==> src/core/ts_access_pkg.sv <==
// constants for the two-wire register access target
package ts_access_pkg;
	localparam int unsigned CLK_HZ         = 50_000_000;
	localparam int unsigned TIMEOUT_MIN_MS = 25;
	localparam int unsigned TIMEOUT_MAX_MS = 35;
	localparam int unsigned TIMEOUT_MS     = 30;
	localparam int unsigned TIMEOUT_CYC    = CLK_HZ / 1000 * TIMEOUT_MS;
	localparam int unsigned SCL_MIN_KHZ    = 10;
	localparam int unsigned SCL_MAX_KHZ    = 1000;
	localparam logic [6:0]  DEV_ADDR_RST   = 7'h18;
	localparam logic [7:0]  POINTER_RST    = 8'h00;
	localparam int unsigned BIT_CNT_W      = 4;
	localparam logic [3:0]  BITS_PER_BYTE  = 4'h8;
endpackage

==> src/core/ts_line_edges.sv <==
// start, stop and clock edge detection on the serial lines
`timescale 1ns/1ns
`default_nettype none
module ts_line_edges
	import ts_access_pkg::*;
(
	input  wire logic mclk,
	input  wire logic reset,
	input  wire logic scl,
	input  wire logic sda,
	output logic      scl_rise,
	output logic      scl_fall,
	output logic      start_seen,
	output logic      stop_seen,
	output logic      scl_level,
	output logic      sda_level
);
	logic scl_q;
	logic sda_q;

	always_ff @(posedge mclk or posedge reset) begin
		if (reset) begin
			scl_q <= 1'b1;
			sda_q <= 1'b1;
		end else begin
			scl_q <= scl;
			sda_q <= sda;
		end
	end

	assign scl_rise   = scl & ~scl_q;
	assign scl_fall   = ~scl & scl_q;
	// sda moving while scl stays high marks framing
	assign start_seen = scl & scl_q & sda_q & ~sda;
	assign stop_seen  = scl & scl_q & ~sda_q & sda;
	assign scl_level  = scl_q;
	assign sda_level  = sda_q;
endmodule
`default_nettype wire

==> src/core/ts_reg_access.sv <==
// two-wire target giving pointer-based access to 16-bit registers
// What this block does
// - A write is address byte, pointer byte, then two data bytes making one 16-bit value.
// - The last pointer loaded is kept so reads without a pointer byte use it.
// - On a matching read address the target acknowledges and sends the high byte first.
// - After the master acknowledges the high byte the target sends the low byte.
// - Address and pointer bytes are acknowledged, then a repeated Start follows.
// - After the repeated Start the read address is acknowledged and the word sent high first.
// - A pointer from a preset read is kept for later latched-pointer reads too.
// - A bus timeout of 25 to 35 ms abandons a stalled transaction.
`timescale 1ns/1ns
`default_nettype none
module ts_reg_access
	import ts_access_pkg::*;
#(
	parameter int unsigned TIMEOUT_CYCLES = TIMEOUT_CYC
) (
	input  wire logic        mclk,
	input  wire logic        reset,
	input  wire logic [6:0]  dev_addr,
	input  wire logic        scl,
	input  wire logic        sda,
	output logic             sda_val,
	output logic             sda_oe,
	output logic [7:0]       reg_index,
	input  wire logic [15:0] reg_rdata,
	output logic [15:0]      reg_wdata,
	output logic             reg_we,
	output logic             bus_timeout
);
	typedef enum logic [6:0] {
		ST_IDLE = 7'h01,
		ST_ADDR = 7'h02,
		ST_PTR  = 7'h04,
		ST_WHI  = 7'h08,
		ST_WLO  = 7'h10,
		ST_RD   = 7'h20,
		ST_DONE = 7'h40
	} state_e;

	state_e          state_q, state_d;
	logic [7:0]      shift_q;
	logic [3:0]      bit_q;
	logic            ack_phase_q;
	logic            rd_lo_q;
	logic            tgt_ack_q;
	logic [7:0]      ptr_q;
	logic [7:0]      wr_hi_q;
	logic [15:0]     wdata_q;
	logic            we_q;
	logic            drive_q;
	logic [7:0]      tx_q;
	logic [31:0]     idle_cnt_q;
	logic            tout_q;

	logic scl_rise, scl_fall, start_seen, stop_seen, scl_level, sda_level;

	ts_line_edges u_edges (
		.mclk       (mclk),
		.reset      (reset),
		.scl        (scl),
		.sda        (sda),
		.scl_rise   (scl_rise),
		.scl_fall   (scl_fall),
		.start_seen (start_seen),
		.stop_seen  (stop_seen),
		.scl_level  (scl_level),
		.sda_level  (sda_level)
	);

	wire       active     = (state_q != ST_IDLE) && (state_q != ST_DONE);
	wire       byte_done  = scl_rise && !ack_phase_q && (bit_q == BITS_PER_BYTE - 4'h1);
	wire       byte_full  = (bit_q == BITS_PER_BYTE);
	wire [7:0] rx_byte    = {shift_q[6:0], sda_level};
	wire       addr_match = (rx_byte[7:1] == dev_addr);
	wire       rd_sel     = rx_byte[0];
	wire       tout_hit   = active && (idle_cnt_q >= TIMEOUT_CYCLES - 1);
	wire       in_read    = (state_q == ST_RD);
	// accepted bytes: matching address, pointer and both data bytes
	wire       ack_due    = (state_q == ST_ADDR && addr_match) || (state_q == ST_PTR) ||
		(state_q == ST_WHI) || (state_q == ST_WLO);
	// in reads the master owns the ack slot after each data byte
	wire       master_ack_slot = in_read && ack_phase_q && !tgt_ack_q;

	always_comb begin
		state_d = state_q;
		if (start_seen) begin
			state_d = ST_ADDR;
		end else if (stop_seen || tout_hit) begin
			state_d = ST_IDLE;
		end else if (byte_done) begin
			unique case (state_q)
				ST_ADDR: state_d = !addr_match ? ST_DONE :
					(rd_sel ? ST_RD : ST_PTR);
				ST_PTR:  state_d = ST_WHI;
				ST_WHI:  state_d = ST_WLO;
				ST_WLO:  state_d = ST_DONE;
				default: state_d = state_q;
			endcase
		end else if (master_ack_slot && scl_rise && sda_level) begin
			state_d = ST_DONE;
		end
	end

	always_ff @(posedge mclk or posedge reset) begin
		if (reset) begin
			state_q <= ST_IDLE;
		end else begin
			state_q <= state_d;
		end
	end

	// bit counter, ack slot and receive shift
	// ack slot spans the fall after the eighth rise to the fall after the ninth
	always_ff @(posedge mclk or posedge reset) begin
		if (reset) begin
			bit_q       <= 4'h0;
			ack_phase_q <= 1'b0;
			shift_q     <= 8'h00;
		end else if (start_seen || state_d == ST_IDLE) begin
			bit_q       <= 4'h0;
			ack_phase_q <= 1'b0;
		end else if (scl_fall && ack_phase_q) begin
			ack_phase_q <= 1'b0;
			bit_q       <= 4'h0;
		end else if (scl_fall && byte_full) begin
			ack_phase_q <= 1'b1;
		end else if (scl_rise && !ack_phase_q && !byte_full) begin
			shift_q <= rx_byte;
			bit_q   <= bit_q + 4'h1;
		end
	end

	// target owns the ack slot only for bytes it accepted
	always_ff @(posedge mclk or posedge reset) begin
		if (reset) begin
			tgt_ack_q <= 1'b0;
		end else if (start_seen || state_d == ST_IDLE) begin
			tgt_ack_q <= 1'b0;
		end else if (byte_done) begin
			tgt_ack_q <= ack_due;
		end
	end

	// pointer survives across transactions
	always_ff @(posedge mclk or posedge reset) begin
		if (reset) begin
			ptr_q <= POINTER_RST;
		end else if (byte_done && state_q == ST_PTR) begin
			ptr_q <= rx_byte;
		end
	end

	always_ff @(posedge mclk or posedge reset) begin
		if (reset) begin
			wr_hi_q <= 8'h00;
			wdata_q <= 16'h0000;
			we_q    <= 1'b0;
		end else begin
			we_q <= 1'b0;
			if (byte_done && state_q == ST_WHI) begin
				wr_hi_q <= rx_byte;
			end
			if (byte_done && state_q == ST_WLO) begin
				wdata_q <= {wr_hi_q, rx_byte};
				we_q    <= 1'b1;
			end
		end
	end

	// transmit byte: high byte loaded on the eighth address rise, before the ack slot; low byte after master ack
	always_ff @(posedge mclk or posedge reset) begin
		if (reset) begin
			tx_q    <= 8'h00;
			rd_lo_q <= 1'b0;
		end else if (byte_done && state_q == ST_ADDR) begin
			tx_q    <= reg_rdata[15:8];
			rd_lo_q <= 1'b0;
		end else if (master_ack_slot && scl_rise && !sda_level && !rd_lo_q) begin
			tx_q    <= reg_rdata[7:0];
			rd_lo_q <= 1'b1;
		end else if (in_read && !ack_phase_q && !byte_full && scl_fall) begin
			// ones fill past the low byte so the line is left released
			tx_q <= {tx_q[6:0], 1'b1};
		end
	end

	// sda only changes while scl is low
	wire ack_drive = ack_phase_q && tgt_ack_q;
	wire tx_drive  = in_read && !ack_phase_q && !tx_q[7];

	always_ff @(posedge mclk or posedge reset) begin
		if (reset) begin
			drive_q <= 1'b0;
		end else if (state_d == ST_IDLE || start_seen) begin
			drive_q <= 1'b0;
		end else if (!scl_level || scl_fall) begin
			drive_q <= ack_drive || tx_drive;
		end
	end

	// silence counter for the stalled-bus release
	always_ff @(posedge mclk or posedge reset) begin
		if (reset) begin
			idle_cnt_q <= 32'h0000_0000;
			tout_q     <= 1'b0;
		end else begin
			tout_q <= tout_hit;
			if (!active || scl_rise || scl_fall) begin
				idle_cnt_q <= 32'h0000_0000;
			end else begin
				idle_cnt_q <= idle_cnt_q + 32'h0000_0001;
			end
		end
	end

	assign sda_val     = 1'b0;
	assign sda_oe      = drive_q;
	assign reg_index   = ptr_q;
	assign reg_wdata   = wdata_q;
	assign reg_we      = we_q;
	assign bus_timeout = tout_q;

	a_write_pulse: assert property (@(posedge mclk) disable iff (reset)
		(byte_done && state_q == ST_WLO) |=> reg_we && reg_wdata[7:0] == $past(rx_byte))
		else $error("write strobe missing after low byte");
	a_ptr_load: assert property (@(posedge mclk) disable iff (reset)
		(byte_done && state_q == ST_PTR) |=> reg_index == $past(rx_byte))
		else $error("pointer not loaded");
	a_ptr_hold: assert property (@(posedge mclk) disable iff (reset)
		!(byte_done && state_q == ST_PTR) |=> $stable(reg_index))
		else $error("pointer changed without pointer byte");
	a_high_first: assert property (@(posedge mclk) disable iff (reset)
		(byte_done && state_q == ST_ADDR && addr_match && rd_sel) |=> tx_q == $past(reg_rdata[15:8]))
		else $error("high byte not loaded first");
	a_timeout_idle: assert property (@(posedge mclk) disable iff (reset)
		(tout_hit && !start_seen) |=> state_q == ST_IDLE && bus_timeout)
		else $error("timeout did not release");
	a_no_drive_idle: assert property (@(posedge mclk) disable iff (reset)
		(state_q == ST_IDLE) |=> !sda_oe)
		else $error("driving sda while idle");
	a_start_addr: assert property (@(posedge mclk) disable iff (reset)
		start_seen |=> state_q == ST_ADDR)
		else $error("repeated start not taken");
	a_miss_quiet: assert property (@(posedge mclk) disable iff (reset)
		(byte_done && state_q == ST_ADDR && !addr_match) |=> state_q == ST_DONE)
		else $error("foreign address accepted");
	a_ack_drive: assert property (@(posedge mclk) disable iff (reset)
		(ack_phase_q && tgt_ack_q && !start_seen && !stop_seen && !tout_hit) |=> sda_oe)
		else $error("accepted byte not acknowledged");
endmodule
`default_nettype wire

==> config.mk <==
export PLATFORM = sky130hd
export DESIGN_NAME = ts_reg_access
export DESIGN_NICKNAME = d
export VERILOG_FILES = /design/src/core/ts_access_pkg.sv /design/src/core/ts_line_edges.sv /design/src/core/ts_reg_access.sv
export SDC_FILE = /design/constraint.sdc
export NUM_CORES = 1
export LEC_CHECK = 0
export BUFFER_PORTS_ARGS = -buffer_cell sky130_fd_sc_hd__buf_4
export CORE_MARGIN = 2
export CORE_UTILIZATION = 50
export CTS_BUF_LIST = sky130_fd_sc_hd__clkbuf_8 sky130_fd_sc_hd__clkbuf_16
export CTS_CLUSTER_DIAMETER = 30
export DETAILED_ROUTE_END_ITERATION = 8
export PLACE_DENSITY = 0.81
export SLEW_MARGIN = 40
export SYNTH_ARGS = -nofsm -noshare
export SYNTH_HDL_FRONTEND = slang
export SYNTH_SLANG_ARGS = --single-unit
==> constraint.sdc <==
create_clock -name mclk -period 2.8 [get_ports mclk]
set_input_delay 0.42 -clock mclk [delete_from_list [all_inputs] [get_ports mclk]]
set_output_delay 0.42 -clock mclk [all_outputs]
set_load 0.01 [all_outputs]
Word-level counts from Yosys, hierarchy flattened
Index checks and enable logic that the tools add are counted.
{"block": "op_classes", "n_bitwise": 14, "muxes": 25, "reduce_logical": 48, "addsub": 2, "n_lt_le_gt_ge": 1, "n_eq_ne": 12}
{"op": "$mux 7", "count": 5}
{"op": "$add 32x1->32 const B", "count": 1}
{"op": "$ge 32x21->1 const B", "count": 1}
{"op": "$mux 32", "count": 1}
{"op": "$pmux 7 s4", "count": 1}
{"op": "$mux 8", "count": 3}
{"op": "$logic_and 1x1->1", "count": 23}
{"op": "$mux 4", "count": 4}
{"op": "$mux 1", "count": 10}
{"op": "$logic_or 1x1->1", "count": 9}
{"op": "$reduce_bool 3->1", "count": 3}
{"op": "$logic_not 1->1", "count": 8}
{"op": "$and 1x1->1", "count": 7}
{"op": "$eq 7x1->1 const B", "count": 1}
{"op": "$eq 7x2->1 const B", "count": 1}
{"op": "$eq 7x3->1 const B", "count": 1}
{"op": "$eq 7x4->1 const B", "count": 1}
{"op": "$eq 7x5->1 const B", "count": 1}
{"op": "$eq 7x6->1 const B", "count": 1}
{"op": "$eq 7x7->1", "count": 1}
{"op": "$ne 7x1->1 const B", "count": 1}
{"op": "$ne 7x7->1 const B", "count": 1}
{"op": "$not 1->1", "count": 7}
{"op": "$mux 6", "count": 1}
{"op": "7 further kinds", "count": 9}
{"block": "word_totals", "register_bits": 98, "inputBits": 27}

Logic depth before layout (Yosys ltp)
Gate-level depths: netlist (run 1).
{"block": "depth", "ltp_word": 13, "ltp_mapped": 9, "ltp_nobuf": 8}

Cells and area by module
Synthesis (run 1) repeated with hierarchy kept, for this count alone.
{"block": "unflattened", "hier_cells": 426, "area_unflattened_um2": 4650.7}
{"module": "ts_reg_access", "seq_area_each_um2": 2403.6, "instances": 1, "cells_each": 419, "area_per_inst_um2": 4561.9}
{"module": "ts_line_edges", "seq_area_each_um2": 52.6, "instances": 1, "cells_each": 7, "area_per_inst_um2": 88.8}

Worst setup path after synthesis (run 1)
OpenSTA, ideal clock, no wires.
{"block": "synth_timing", "path_type": "register -> register", "start": "register idle_cnt_q[0]", "end": "register shift_q[0]", "stages_incl_launch_ff": 8, "t_arrival_ns": 2.343, "path_buffers": 0, "t_required_ns": 2.672, "synth_period_minus_slack_ns": 2.470, "setup_slack_ns": 0.330, "cell_sequence": "dfrtp_1 ha_1 and4_4 or4b_4 a2111oi_4 o31ai_1 a31oi_4 mux2_1"}
{"block": "synth_via", "elab_chain_cells": 9}
{"item": "start: declaration", "line_no": "ts_reg_access.sv:53", "rtl": "logic [31:0] idle_cnt_q;"}
{"item": "start signal: assignment", "line_no": "ts_reg_access.sv:212", "rtl": "idle_cnt_q <= idle_cnt_q + 32'h0000_0001;"}
{"item": "$ge 32x21->1", "line_no": "ts_reg_access.sv:77", "rtl": "wire tout_hit = active && (idle_cnt_q >= TIMEOUT_CYCLES - 1);"}
{"item": "$logic_and 1x1->1", "line_no": "ts_reg_access.sv:77"}
{"item": "$logic_or 1x1->1", "line_no": "ts_reg_access.sv:89", "rtl": "end else if (stop_seen || tout_hit) begin"}
{"item": "$mux 7", "line_no": "ts_reg_access.sv:89"}
{"item": "$mux 7", "line_no": "ts_reg_access.sv:87", "rtl": "if (start_seen) begin"}
{"item": "$eq 7x1->1", "line_no": "ts_reg_access.sv:120", "rtl": "end else if (start_seen || state_d == ST_IDLE) begin"}
{"item": "$logic_or 1x1->1", "line_no": "ts_reg_access.sv:120"}
{"item": "$not 1->1 (no line)"}
{"item": "$reduce_and 4->1 (no line)"}
{"item": "end signal: assignment", "line_no": "ts_reg_access.sv:129", "rtl": "shift_q <= rx_byte;"}
{"item": "end: declaration", "line_no": "ts_reg_access.sv:42", "rtl": "logic [7:0] shift_q;"}
Every way passes these cells.
A chain may end at the register's enable or synchronous reset.

Final worst setup path (run 1)
{"block": "layout_timing", "start": "register idle_cnt_q[0]", "end": "register shift_q[2]"}
The elaborated chain is that of the path after synthesis.

==> impl_summary.log, run 1 <==
INFO  metric status = finished, final reports clean
INFO  metric cts-htree-levels = 3
INFO  metric setup_tns = 0 ns
INFO  metric tritoncts = done
INFO  metric layout.core_utilization = between 50% and 60%
INFO  metric ant_nets = 0
INFO  metric core_region = ~9000 um2
INFO  metric number_of_antenna_violations_at_the_first_check_in_global_routing = 0
INFO  metric synth-seq-cells = 98
INFO  metric synth_fp_nets = between 400 and 500
INFO  metric final_net_count = ~520
INFO  metric place_hpwl = a little under 7 mm
INFO  metric synth_flop_cell = sky130_fd_sc_hd__dfrtp_1
INFO  metric cp_slowest_stage_delay = between 0.4 and 0.5 ns
INFO  metric tritoncts_num_sinks = 98
INFO  metric period_share = around 94%
INFO  metric power.density = between 400 and 500 nW/um2
INFO  metric rsz0062_at_grt = false
INFO  metric gpl.final_weighted_congestion = 0.879
INFO  metric maximum_number_of_pins_on_one_net_before_global_route_repair = 34
INFO  metric mappedNetlistArea = roughly 4700 um2
INFO  metric clock_pin_transition_on_the_worst_setup_and_hold_timing_paths = ~0.090 ns
INFO  metric max-cap-violations = 0
INFO  metric synth_top_cell_by_area = sky130_fd_sc_hd__dfrtp_1
INFO  metric routed_wire_length_per_instance = ~16 um
INFO  metric crit_chain = ha_1 -> and4_4 -> or4b_4 -> a2111oi_4 -> o31ai_1 -> a31oi_4 -> mux2_1
INFO  metric hold_path_class = in2async
INFO  metric met2RoutedLength = approximately 5 mm
INFO  metric clock_insertion_delay_worst_skew = around 0.37 ns
INFO  metric die_w = 101 um
INFO  metric port_buffers = between 50 and 60
INFO  metric max_vdd_drop = roughly 0.00030 V
INFO  metric wl_met3 = around 300 um
INFO  metric grtUsageTotal = 19.2%
INFO  metric drt-initial-drc-count = approximately 120
INFO  metric postRouteWirelength = 9.42 mm
INFO  metric ios = 55
INFO  metric post_cts_resized = 0
INFO  metric global_route_wire_length_before_repair = between 15 and 20 mm
INFO  metric clock-root-buffer = sky130_fd_sc_hd__clkbuf_8
INFO  metric maxSlewViolCount = 0
INFO  metric route.vias.total = 3412
INFO  metric clock_tree.buffer_depth = 2
INFO  metric reg2reg_from = idle_cnt_q[0]
INFO  metric detail_route.drc_violations = 0
INFO  metric postSynthCellCount = 435
INFO  metric synth_area_per_cell = 10.9 um2
INFO  metric floorplan.die.height = 101 um
INFO  metric final_period_minus_worst_setup_slack = 2.63 ns
INFO  metric fin_skew = around 0.011 ns
INFO  metric yosys_warnings = 0
INFO  metric tightest_slew = about 0.70 ns
INFO  metric route.detailed.vias_per_inst = roughly 5.6
INFO  metric synth_enable_flop_cells = 0
INFO  metric start_util = about 51%
INFO  metric f_max = between 300 and 400 MHz
INFO  metric antenna-diode-count = 0
INFO  metric cell_types_occupying_the_most_area_after_synthesis = sky130_fd_sc_hd__dfrtp_1 50%, sky130_fd_sc_hd__mux2_2 9.1%, sky130_fd_sc_hd__xor2_1 4.8%, sky130_fd_sc_hd__nor2_1 4.4%, sky130_fd_sc_hd__nand2_1 2.0%
INFO  metric cp-startpoint = idle_cnt_q[0]
INFO  metric setup.worst_path.end_class = register
INFO  metric worstPathArrival = around 2.9 ns
INFO  metric routed.top_layer = met4
INFO  metric slew-limit-headroom = 53.2%
INFO  metric design.die.area = 10300 um2
INFO  metric post_route_m1_wl = 4.07 mm
INFO  metric critical_path.top_delay_family = compound AO/OA/AOI/OAI gates
INFO  metric yosysUniqueCellTypes = 56
INFO  metric timing.setup.critical_path_class = reg2reg
INFO  metric final_cell_mix = 95 x sky130_fd_sc_hd__dfrtp_1, 61 x sky130_fd_sc_hd__buf_4, 55 x sky130_fd_sc_hd__nor2_1
INFO  metric critPathBufInv = 0
INFO  metric ys_seq_area_share = 51.9%
INFO  metric cts-buffers-inserted = 9
INFO  metric synth_async_sr_flop_share = 100%
INFO  metric cp_data_required_time = ~3.1 ns
INFO  metric drive_above_1_share = between 20% and 30%
INFO  metric number_of_buffers_added_for_setup_after_cts = 0
INFO  metric timing.critical_path.from_type = register
INFO  metric drt-pass1-iter-count = 5
INFO  metric power_leakage = 2.58 nW
INFO  metric netlist.area_leader.share = about half
INFO  metric critical_path.max_fanout = 7
INFO  metric syn_to_final_growth = 15.5%
INFO  metric number_of_failing_hold_endpoints_at_the_final_stage = 0
INFO  metric setup_viol_count_final = 0
INFO  metric worst_path_max_delay_cell = sky130_fd_sc_hd__or4b_4
INFO  metric std_cell_rows = 35
INFO  metric residual_overflow_from_global_routing = 0
INFO  metric layout.cells.most_common = sky130_fd_sc_hd__dfrtp_1
INFO  metric cts_hold_buf = 0
INFO  metric grt_pass1_vias = around 3400
-- path summary, 6_finish.rpt --
kind	end	slack (ns)	depth (start not counted)
max	shift_q[2]	0.17	7
min	shift_q[5]	0.01	2
max reg2reg	shift_q[2]	0.17	7
min reg2reg	idle_cnt_q[0]	0.50	1
max in group asynchronous	u_edges.sda_level	2.03	4
min in group mclk	u_edges.sda_level	0.16	1
-- final cells by class --
type                       count  area [um2]
clock buffer                   9         124
clock inverter                 6        43.8
fill                         749        3730
inverter                      11        45.0
multi-input combinational    308        2150
sequential                    98        2460
tap                          111         139
timing repair buffer          63         505
-- flip-flops by register name (all words and copies together) (netlist names) --
| signal | cells |
|---|---|
| idle_cnt_q | 32 |
| wr_hi_q | 8 |
| state_q | 7 |
| reg_we | 1 |
| bit_q | 4 |
| reg_index | 8 |
| u_edges.sda_level | 1 |
| bus_timeout | 1 |
| ack_phase_q | 1 |
| tgt_ack_q | 1 |
| rd_lo_q | 1 |
| tx_q | 8 |
| reg_wdata | 16 |
| shift_q | 7 |
| sda_oe | 1 |
| u_edges.scl_level | 1 |
-- cells by family (layout without fill, tap and decap cells) --
| kind of cell | Yosys count | in the layout | synth area share, % |
|---|---|---|---|
| AOI/OAI and AO/OA | 46 | 46 | 6.96 |
| and+or+nand+nor | 174 | 174 | 19.6 |
| DFF | 98 | 98 | 51.9 |
| adders and majority gates | 4 | 4 | 1.01 |
| other | 1 | 1 | 0.0793 |
| buffers and inverters | 29 | 89 | 2.62 |
| xor gates and xnor gates | 36 | 36 | 6.67 |
| muxes | 47 | 47 | 11.1 |
-- cells in the mapped netlist, types with 2 or more instances --
cell type,n
sky130_fd_sc_hd__dfrtp_1,95
sky130_fd_sc_hd__nor2_1,55
sky130_fd_sc_hd__mux2_2,38
sky130_fd_sc_hd__xor2_1,26
sky130_fd_sc_hd__nand2_1,25
sky130_fd_sc_hd__nor3_1,18
sky130_fd_sc_hd__nand3_1,16
sky130_fd_sc_hd__clkbuf_1,13
sky130_fd_sc_hd__a21oi_1,12
sky130_fd_sc_hd__inv_1,11
sky130_fd_sc_hd__or3_1,11
sky130_fd_sc_hd__o21ai_0,10
sky130_fd_sc_hd__xnor2_1,10
sky130_fd_sc_hd__and3_1,9
sky130_fd_sc_hd__o22ai_1,9
sky130_fd_sc_hd__mux2_1,7
sky130_fd_sc_hd__nand4_1,6
sky130_fd_sc_hd__and4_1,5
sky130_fd_sc_hd__nand2b_1,4
sky130_fd_sc_hd__nor4_1,4
sky130_fd_sc_hd__a211oi_1,3
sky130_fd_sc_hd__and2_1,3
sky130_fd_sc_hd__buf_2,3
sky130_fd_sc_hd__dfstp_2,3
sky130_fd_sc_hd__ha_1,3
sky130_fd_sc_hd__a41oi_1,2
sky130_fd_sc_hd__mux2i_1,2
sky130_fd_sc_hd__nand3b_1,2
sky130_fd_sc_hd__o21a_1,2
sky130_fd_sc_hd__o31ai_1,2
-- through the flow --
step / total power [mW] / instances / instance area (um2) / worst slack, ns / hold WS, ns
floorplan: 1.79 / 435 / 4730 / 0.330 / 0.424
global placement: 1.90 / 590 / 5270 / 0.250 / 0.461
detailed placement: 1.92 / 590 / 5270 / 0.169 / 0.484
CTS: 2.73 / 605 / 5430 / 0.144 / 0.153
global route: 2.83 / 606 / 5460 / 0.0374 / 0.0117
finish: 2.71 / 606 / 5460 / 0.170 / 0.0133
-- power breakdown --
group          leakage, nW  internal (mW)  switching [mW]
Clock               0.0737          0.319           0.490
Sequential            1.34           1.48           0.127
Combinational         1.16          0.133           0.157
Total                 2.58           1.94           0.773
-- layer usage --
layer | up-vias | GRT usage, %
li1 | 1646 | -
met1 | 1690 | 22.8
met2 | 65 | 34.5
met3 | 11 | 4.14
met4 | 0 | 6.34
met5 | - | 0
Note: power is estimated with default switching activity, not from simulation.
==> inputs of run 2 (changes only) <==
BUFFER_PORTS_ARGS = -buffer_cell sky130_fd_sc_hd__buf_2   (was -buffer_cell sky130_fd_sc_hd__buf_4)
PLACE_DENSITY = 0.78   (was 0.81)
RECOVER_POWER = 25   (was not set)
clock period = 2.5 ns   (was 2.8 ns; I/O delays follow)
==> impl_summary.log, run 2 (synthesized netlist as in run 1, its figures left out) <==
INFO  metric status = finished, final reports clean
INFO  metric gpl.final_weighted_congestion = 0.860
INFO  metric clock_power_share = approximately a third
INFO  metric detail_route.drc_violations = 0
INFO  metric slew-limit-headroom = between 20% and 30%
INFO  metric cp_data_required_time = ~2.8 ns
INFO  metric power = approximately 3.2 mW
INFO  metric route.vias.total = between 3000 and 4000
INFO  metric clock_tree.buffer_depth = 2
INFO  metric clock_insertion_delay_worst_skew = between 0.3 and 0.4 ns
INFO  metric setup_viol_count_final = 0
INFO  metric final_cell_count_no_fill = between 600 and 700
INFO  metric power.switching = 0.910 mW
INFO  metric final_net_count = between 500 and 600
INFO  metric p_int = approximately 2.3 mW
INFO  metric clock_pin_transition_on_the_worst_setup_and_hold_timing_paths = around 0.10 ns
INFO  metric min_from = sda
INFO  metric setup_tns = 0 ns
INFO  metric die_w = just over 100 um
INFO  metric hold_path_class = in2reg
INFO  metric cp_slowest_stage_delay = 0.49 ns
INFO  metric final_cell_mix = 95 x sky130_fd_sc_hd__dfrtp_1, 55 x sky130_fd_sc_hd__nor2_1, 51 x sky130_fd_sc_hd__buf_2
INFO  metric start_util = about half
INFO  metric postLayoutCellArea = around 5500 um2
INFO  metric placed_cell_area = ~5300 um2
INFO  metric ios = 55
INFO  metric power_leakage = approximately 2.7 nW
INFO  metric hold_path_end = u_edges.sda_level
INFO  metric power.density = 584 nW/um2
INFO  metric cts-htree-levels = 3
INFO  metric global_route.usage.met2 = between 30% and 40%
INFO  metric antenna-diode-count = 0
INFO  metric fin_worst_hold_slack = 0.124 ns
INFO  metric crit_chain = ha_2 -> and4_4 -> or4b_4 -> a2111oi_4 -> o31ai_2 -> a31oi_4 -> mux2_1
INFO  metric routed_wire_length_per_instance = about 15 um
INFO  metric reg2reg_from = idle_cnt_q[0]
INFO  metric ant_nets = 0
INFO  metric use_met3 = under 10%
INFO  metric residual_overflow_from_global_routing = 0
INFO  metric global_route.usage.met1 = 23.5%
INFO  metric f_max = just over 400 MHz
INFO  metric worst_reg2reg_path_depth = 7
INFO  metric final.setup.worst_slack = around 0.038 ns
INFO  metric worstPathArrival = around 2.7 ns
INFO  metric layout.cells.most_common = sky130_fd_sc_hd__dfrtp_1
INFO  metric share_comb_of_total_power = between 10% and 20%
INFO  metric drive_above_1_share = ~30%
INFO  metric maxSlewViolCount = 0
INFO  metric number_of_antenna_violations_at_the_first_check_in_global_routing = 0
INFO  metric cts-buffers-inserted = 9
INFO  metric timing.critical_path.from_type = register
INFO  metric global_route_wire_length_before_repair = around 16 mm
INFO  metric port_buffers = 53
INFO  metric timing.setup.critical_path_class = reg2reg
INFO  metric largest_register_ffs = 32
INFO  metric power.share.sequential = a little under three fifths
INFO  metric worstHoldPathCells = 1
INFO  metric worst_r2r_endpoint = shift_q[6]
INFO  metric place_hpwl = ~7 mm
INFO  metric rsz0062_at_grt = true
INFO  metric design.die.area = 10300 um2
INFO  metric number_of_failing_hold_endpoints_at_the_final_stage = 0
INFO  metric drt-pass1-iter-count = 4
INFO  metric top_usage_layer = met2
INFO  metric post-place-ws = -0.0510 ns
INFO  metric worst_path_max_delay_cell = sky130_fd_sc_hd__or4b_4
INFO  metric postRouteWirelength = 9.46 mm
INFO  metric tritoncts = done
INFO  metric final_period_minus_worst_setup_slack = about 2.5 ns
INFO  metric post-place-cells = about 600
INFO  metric max_vdd_drop = 0.000336 V
INFO  metric timing.reg2reg.setup_slack = roughly 0.038 ns
INFO  metric grt_pass1_vias = approximately 3500
INFO  metric clock-root-buffer = sky130_fd_sc_hd__clkbuf_8
INFO  metric tritoncts_num_sinks = 98
INFO  metric tightest_slew = 1.05 ns
INFO  metric max-cap-violations = 0
INFO  metric layout.core_utilization = around three fifths
INFO  metric register_ranked_first_by_flip_flop_count = idle_cnt_q
INFO  metric route.detailed.vias_per_inst = 5.58
INFO  metric fin_skew = between 0.015 and 0.02 ns
INFO  metric grtUsageTotal = between 10% and 20%
INFO  metric std_cell_rows = 35
INFO  metric syn_to_final_growth = 16.8%
INFO  metric maximum_number_of_pins_on_one_net_before_global_route_repair = roughly 40
INFO  metric drt-initial-drc-count = around 140
INFO  metric setup.worst_path.end_class = register
INFO  metric critical_path.max_fanout = 7
INFO  metric floorplan.die.height = between 100 and 150 um
INFO  metric period_share = 98.5%
INFO  metric core_region = 9200 um2
INFO  metric switching_power_as_a_share_of_total_power = between 20% and 30%
[run 2: per-layer routing]
layer | vias up | wire length (um)
met3 | 12 | 287
met1 | 1738 | 4100
met2 | 63 | 4950
met4 | 0 | 116
met5 | - | 0
li1 | 1681 | -
[run 2: how the worst max path moves through the flow]
stage               slack (ns)    endpoint     startpoint  cells past startpoint
detailed placement       -0.05  shift_q[2]  idle_cnt_q[0]                      7
CTS                      0.005  shift_q[2]  idle_cnt_q[0]                      7
floorplan                 0.03  shift_q[0]  idle_cnt_q[0]                      7
finish                    0.04  shift_q[6]  idle_cnt_q[0]                      7
global route             -0.07  shift_q[1]  idle_cnt_q[0]                      7
global placement         0.004  shift_q[6]  idle_cnt_q[0]                      7
[run 2: power by group through the flow]
stage	sequential [mW]	clock, mW	combinational (mW)
global route	1.81	1.17	0.391
CTS	1.79	1.11	0.341
floorplan	1.77	0	0.232
finish	1.79	1.08	0.353
detailed placement	1.82	0	0.338
global placement	1.82	0	0.321
[run 2: critical path, delay by kind of cell, from the launching register on]
| family | cells | cell delay (ns) |
|---|---|---|
| AO/OA/AOI/OAI | 3 | 0.79 |
| AND/OR/NAND/NOR | 2 | 0.63 |
| flip-flops | 1 | 0.39 |
| multiplexers | 1 | 0.36 |
| adder cells (fa/ha/maj) | 1 | 0.19 |
[run 2: what timing repair did]
| item | in CTS | in global routing |
|---|---|---|
| gates resized for setup | 1 | 7 |
| hold buffers | 0 | 0 |
| setup buffers | 0 | 3 |
| pin swaps | 1 | 0 |
| endpoints found under the setup margin | 7 | 27 |
| hold endpoints to repair | 0 | 0 |
[run 2: final cells by class]
type	count	area, um2
repair buffers	82	490
clock buffers	9	124
clock inverters	7	93.8
fillers	745	3670
inverters	11	42.5
multi-input cells	308	2180
flip-flops and latches	98	2460
well taps	111	139
